**src/pwm_regs.svh**
```systemverilog
// offsets, field positions, fixed values and reset values of the
// power-management capability registers in configuration space.
// assumes byte addressing of configuration space, dword-wide read data.
`ifndef PWM_REGS_SVH
`define PWM_REGS_SVH

`define PWM_HDR_OFS 8'h44
`define PWM_CAPW_OFS 8'h46
`define PWM_DW_INDEX 6'h11

`define PWM_HDR_RESET 16'h0001
`define PWM_CAPW_RESET 16'h7e02

`define PWM_NEXT_PTR_VAL 8'h00
`define PWM_CAP_ID_VAL 8'h01

`define PWM_COLD_BIT 15
`define PWM_SRC_MSB 14
`define PWM_SRC_LSB 11
`define PWM_SRC_VAL 4'hf
`define PWM_D2_BIT 10
`define PWM_D1_BIT 9
`define PWM_AUX_MSB 8
`define PWM_AUX_LSB 6
`define PWM_AUX_SELF 3'h0
`define PWM_AUX_55MA 3'h1
`define PWM_DSI_BIT 5
`define PWM_RSVD_BIT 4
`define PWM_CLK_BIT 3
`define PWM_REV_MSB 2
`define PWM_REV_LSB 0
`define PWM_REV_VAL 3'h2

`endif

```
**src/pwm_pkg.sv**
```systemverilog
// types shared by the power-management capability block.
// assumes pwm_regs.svh supplies the numeric constants.
package pwm_pkg;

   typedef logic [15:0] pwm_word_t;
   typedef logic [31:0] pwm_dword_t;
   typedef logic [7:0] pwm_addr_t;

   // kind of the access answered in the current cycle
   typedef enum logic [1:0] {
      PWM_ACC_NONE,
      PWM_ACC_READ,
      PWM_ACC_WRITE
   } pwm_acc_t;

endpackage : pwm_pkg

```
**src/pwm_cap.sv**
```systemverilog
// power-management capability header and capabilities word, read over
// the configuration access port of the controller.
// assumes one configuration request per cycle at most, synchronous to
// clk_sys; the host picks its byte lanes out of the returned dword.
`timescale 1ns/10ps
`include "pwm_regs.svh"

module pwm_cap
   import pwm_pkg::*;
(
   input wire logic clk_sys,
   input wire logic rst_n,
   input wire logic cfg_rd,
   input wire logic cfg_wr,
   input wire pwm_addr_t cfg_addr,
   input wire pwm_dword_t cfg_wdata,
   input wire logic cold_wake_load,
   input wire logic cold_wake_value,
   output pwm_dword_t cfg_rdata,
   output logic cfg_ack,
   output logic cfg_hit,
   output pwm_acc_t cfg_acc,
   output logic wake_from_cold_off
);

   // capabilities word as a function of the cold-wake bit alone
   function automatic pwm_word_t capw_value(input logic cold);
      pwm_word_t w;
      w = 16'h0000;
      w[`PWM_COLD_BIT] = cold;
      w[`PWM_SRC_MSB:`PWM_SRC_LSB] = `PWM_SRC_VAL;
      w[`PWM_D2_BIT] = 1'b1;
      w[`PWM_D1_BIT] = 1'b1;
      w[`PWM_AUX_MSB:`PWM_AUX_LSB] = cold ? `PWM_AUX_55MA : `PWM_AUX_SELF;
      w[`PWM_DSI_BIT] = 1'b0;
      w[`PWM_RSVD_BIT] = 1'b0;
      w[`PWM_CLK_BIT] = 1'b0;
      w[`PWM_REV_MSB:`PWM_REV_LSB] = `PWM_REV_VAL;
      return w;
   endfunction : capw_value

   function automatic pwm_word_t hdr_value();
      return {`PWM_NEXT_PTR_VAL, `PWM_CAP_ID_VAL};
   endfunction : hdr_value

   // decode: both 16-bit registers share one configuration dword
   wire logic dw_sel;
   wire logic any_req;
   wire pwm_dword_t dw_data;
   wire pwm_dword_t next_rdata;
   wire pwm_acc_t next_acc;
   wire logic next_cold;

   assign dw_sel = (cfg_addr[7:2] == `PWM_DW_INDEX);
   assign any_req = cfg_rd | cfg_wr;
   assign dw_data = {capw_value(wake_from_cold_off), hdr_value()};
   // writes never reach storage; read wins if both strobes are high
   assign next_rdata = (cfg_rd && dw_sel) ? dw_data : 32'h0000_0000;
   assign next_acc = cfg_rd ? PWM_ACC_READ : (cfg_wr ? PWM_ACC_WRITE : PWM_ACC_NONE);
   // only the internal load path may move the cold-wake bit
   assign next_cold = cold_wake_load ? cold_wake_value : wake_from_cold_off;

   always_ff @(posedge clk_sys or negedge rst_n) begin
      if (!rst_n) begin
         wake_from_cold_off <= 1'b0;
      end else begin
         wake_from_cold_off <= next_cold;
      end
   end

   always_ff @(posedge clk_sys or negedge rst_n) begin
      if (!rst_n) begin
         cfg_rdata <= 32'h0000_0000;
         cfg_ack <= 1'b0;
         cfg_hit <= 1'b0;
         cfg_acc <= PWM_ACC_NONE;
      end else begin
         cfg_rdata <= next_rdata;
         cfg_ack <= any_req;
         cfg_hit <= any_req & dw_sel;
         cfg_acc <= next_acc;
      end
   end

   // write data is accepted and dropped; kept only so the port is observed
   wire logic wr_data_seen;
   assign wr_data_seen = cfg_wr & (|cfg_wdata);

   // answered dword split into its fields, read only by the checks below
   wire logic [7:0] rd_next_ptr;
   wire logic [7:0] rd_cap_list_identifier;
   wire logic rd_wake_from_cold_off;
   wire logic [3:0] rd_wake_source_states;
   wire logic rd_deep_doze_supported;
   wire logic rd_light_doze_supported;
   wire logic [2:0] rd_aux_current;
   wire logic rd_init_needed;
   wire logic rd_reserved;
   wire logic rd_wake_needs_bus_clock;
   wire logic [2:0] rd_power_spec_revision;
   assign rd_next_ptr = cfg_rdata[15:8];
   assign rd_cap_list_identifier = cfg_rdata[7:0];
   assign rd_wake_from_cold_off = cfg_rdata[31];
   assign rd_wake_source_states = cfg_rdata[30:27];
   assign rd_deep_doze_supported = cfg_rdata[26];
   assign rd_light_doze_supported = cfg_rdata[25];
   assign rd_aux_current = cfg_rdata[24:22];
   assign rd_init_needed = cfg_rdata[21];
   assign rd_reserved = cfg_rdata[20];
   assign rd_wake_needs_bus_clock = cfg_rdata[19];
   assign rd_power_spec_revision = cfg_rdata[18:16];
endmodule : pwm_cap

```
**config.mk**
```make
export PLATFORM = sky130hd
export DESIGN_NAME = pwm_cap
export DESIGN_NICKNAME = d
export VERILOG_FILES = /design/src/pwm_pkg.sv /design/src/pwm_cap.sv
export VERILOG_INCLUDE_DIRS = /design/src
export SDC_FILE = /design/constraint.sdc
export NUM_CORES = 1
export LEC_CHECK = 0
export BUFFER_PORTS_ARGS = -buffer_cell sky130_fd_sc_hd__buf_4
export CORE_ASPECT_RATIO = 0.75
export CORE_MARGIN = 10
export CORE_UTILIZATION = 26
export CTS_CLUSTER_SIZE = 16
export DETAILED_ROUTE_END_ITERATION = 10
export PLACE_DENSITY = 0.79
export SLEW_MARGIN = 0
export SYNTH_ARGS = -nofsm -noshare
export SYNTH_HDL_FRONTEND = slang
export SYNTH_SLANG_ARGS = --single-unit
```
**constraint.sdc**
```tcl
create_clock -name clk_sys -period 0.91 [get_ports clk_sys]
set_input_delay 0.182 -clock clk_sys [delete_from_list [all_inputs] [get_ports clk_sys]]
set_output_delay 0.182 -clock clk_sys [all_outputs]
set_load 0.02 [all_outputs]
```
==> impl_metrics.tcl <==
set metrics [dict create \
    gp_congestion 0.647 \
    power_density_nw_per_um2 1300 \
    yosys.area.top_type_share_pct 48.1 \
    drc 0 \
    io_buffers 26 \
    worstSetupStartpointType "register" \
    die_x_um 69.0 \
    max_freq_mhz 962 \
    synth_area_sq_um 468 \
    cts.sinks 7 \
    yosysSeqAreaShare_pct 37.4 \
    fin_nets 116 \
    htreeDepth 1 \
    fin_skew_ns 0.0000656 \
    fin_ws_ns -0.130 \
    cap_violations 0 \
    dp_cells 85 \
    ys_types 11 \
    path_class "reg -> out" \
    num_rows 13 \
    syn2layout_area_growth_pct 32.4 \
    p_leak_nw 0.357 \
    ys_seq_elements 7 \
    die_y_um 56.7 \
    cts.reportedPaths.clkPinSlew_ns 0.05 \
    path_cells "buf_4" \
    drt-total-wl_um 1160 \
    gr-total-overflow 0 \
    rsz0062_at_grt "yes" \
    yosysTopAreaCell "buf_4" \
    reg2reg_from "wake_from_cold_off$_DFFE_PN0P_" \
    required_ns 0.73 \
    grt_pass1_wl_um 1790 \
    critPathLaunch "cfg_rdata[30]$_DFF_PN0_" \
    synth_cells 46 \
    vias 299 \
    initial_core_util_pct 27.1 \
    reg2reg_to "wake_from_cold_off$_DFFE_PN0P_" \
    crit_path_end "cfg_rdata[27]" \
    post_route_cells_drive_above_1_share_pct 47.8 \
    ios 83 \
    fin_cells 91 \
    endpoint_kind "output pin" \
    critPathMaxStageDelay_ns 0.44 \
    period_needed_ns 1.04 \
    grt_max_degree 9 \
    slew_violations 0 \
    arrival_ns 0.86 \
    hold_class "in -> reg" \
    post_drt_wl_per_cell_um 12.7 \
    grt_pass1_vias 372 \
    fin_setup_tns_ns -1.25 \
    worstPathMaxFanout 8 \
    ir_worst_vdd_v 0.000429 \
    yosysWarnings 0 \
    synth_area_leaders "buf_4 48%, dfrtp_1 37%, and4bb_1 2.7%" \
    grt.total_usage_pct 6.19 \
    finalSetupViolCount 15 \
    ff2ff_setup_slack_ns 0.01 \
    clk_path_buf_depth 2 \
    avgSynthCellArea_sq_um 10.2 \
    r2r_cells 2 \
    clk_latency_ns 0.24 \
    hold_violations 0 \
    drtAntennaViolNets 0 \
    fin_crit_sh_pct 114 \
    core_sq_um 1720 \
    dr.pass1.iters 3 \
    vias_per_cell 3.29 \
    drt_iter0_markers 1 \
    cts_buffers 3 \
    antenna_found_initial 0 \
    antennaDiodeCount 0 \
    clock-root-buffer "clkbuf_4" \
    detailed_place_hpwl_um 1020 \
    violations "negative setup slack" \
    path_depth 1 \
    fp.dieArea_sq_um 3910 \
    finalHoldWorstSlack_ns 0.0702 \
    worst-path-buf-inv 1 \
    slowest_stage "dfrtp_2" \
    critPathTopFamily "flip-flops" \
    cts_tree "done" \
    status "finished with violations" \
    min_from "cfg_rd" \
]
-- cells in the final DEF (no fill, tap or decap), types with 3 or more instances in the layout --
master	instances
conb_1	22
buf_6	8
dfrtp_1	6
buf_4	19
clkbuf_4	3
-- what timing repair did --
action / in CTS / in global routing
endpoints found under the hold margin: 7 / 0
resized for setup: 8 / 1
setup buffers: 1 / 0
hold buffers: 1 / 0
endpoints found under the setup margin: 15 / 16
-- registers in the layout (all words and copies together) (netlist names) --
signal              flops
cfg_hit                 1
cfg_rdata               2
cfg_acc                 2
cfg_ack                 1
wake_from_cold_off      1
-- cell type report --
type	instances	area (sq um)
Multi-Input combinational cell	30	146
Fill cell	179	1100
Clock buffer	4	26.3
Sequential cell	7	176
Timing Repair Buffer	28	243
Tap cell	22	27.5
-- cell usage after synthesis --
cell	instances
and2b_1	1
and4bb_1	1
mux2_2	1
and3_1	1
and3_2	1
or2_1	1
dfrtp_1	7
conb_1	1
buf_4	30
and4_1	1
nor2_1	1
-- power by group --
| group | switching [mW] | total, mW | leakage (nW) | internal [mW] |
|---|---|---|---|---|
| Clock | 0.103 | 0.270 | 0.0150 | 0.167 |
| Combinational | 0.129 | 0.203 | 0.255 | 0.0739 |
| Sequential | 0.00832 | 0.332 | 0.0867 | 0.324 |
-- how the worst min path moves through the flow --
stage,to,cells past startpoint,slack [ns]
2_1_floorplan,cfg_acc[0]$_DFF_PN0_,0,-0.11
3_3_place_gp,cfg_acc[1]$_DFF_PN0_,1,-0.006
5_1_grt,cfg_acc[0]$_DFF_PN0_,1,0.07
3_5_place_dp,cfg_acc[0]$_DFF_PN0_,1,-0.003
6_report,cfg_acc[0]$_DFF_PN0_,1,0.07
4_1_cts,cfg_acc[0]$_DFF_PN0_,1,0.07
-- logic make-up (layout without fill, tap and decap cells) --
group,Yosys count,count (layout),share of synthesized area (%)
buf+inv,30,32,48.1
simple gates,7,7,11.2
other cells,1,22,0.801
mux,1,1,2.41
flops,7,7,37.4
-- worst reg2reg max path: cells and delay by family (launching register included) --
family	cells	cell delay [ns]
DFF	1	0.40
muxes	1	0.25
buffers and inverters	1	0.13
-- layer usage --
| metal | up-vias | track usage, % | part of all wire (%) | routed length (um) |
|---|---|---|---|---|
| met2 | 24 | 10.3 | 57 | 663 |
| met3 | 0 | 3.37 | 18 | 212 |
| met1 | 136 | 4.86 | 24 | 281 |
| met4 | 0 | 5.90 | 0 | 0 |
| li1 | 139 | - | - | - |
| met5 | - | 0 | 0 | 0 |
-- through the flow --
| step | instance area [sq um] | utilization [%] | power (mW) | setup slack, ns |
|---|---|---|---|---|
| after floorplan | 547 | - | 0.518 | 0.00671 |
| after global placement | 544 | 31.6 | 0.510 | 0.0798 |
| after detailed placement | 544 | 31.6 | 0.512 | 0.0654 |
| after CTS | 616 | 35.7 | 0.804 | -0.143 |
| after global routing | 619 | 35.9 | 0.847 | -0.183 |
| final | 619 | 35.9 | 0.805 | -0.130 |
(Power assumes the default switching activity.)
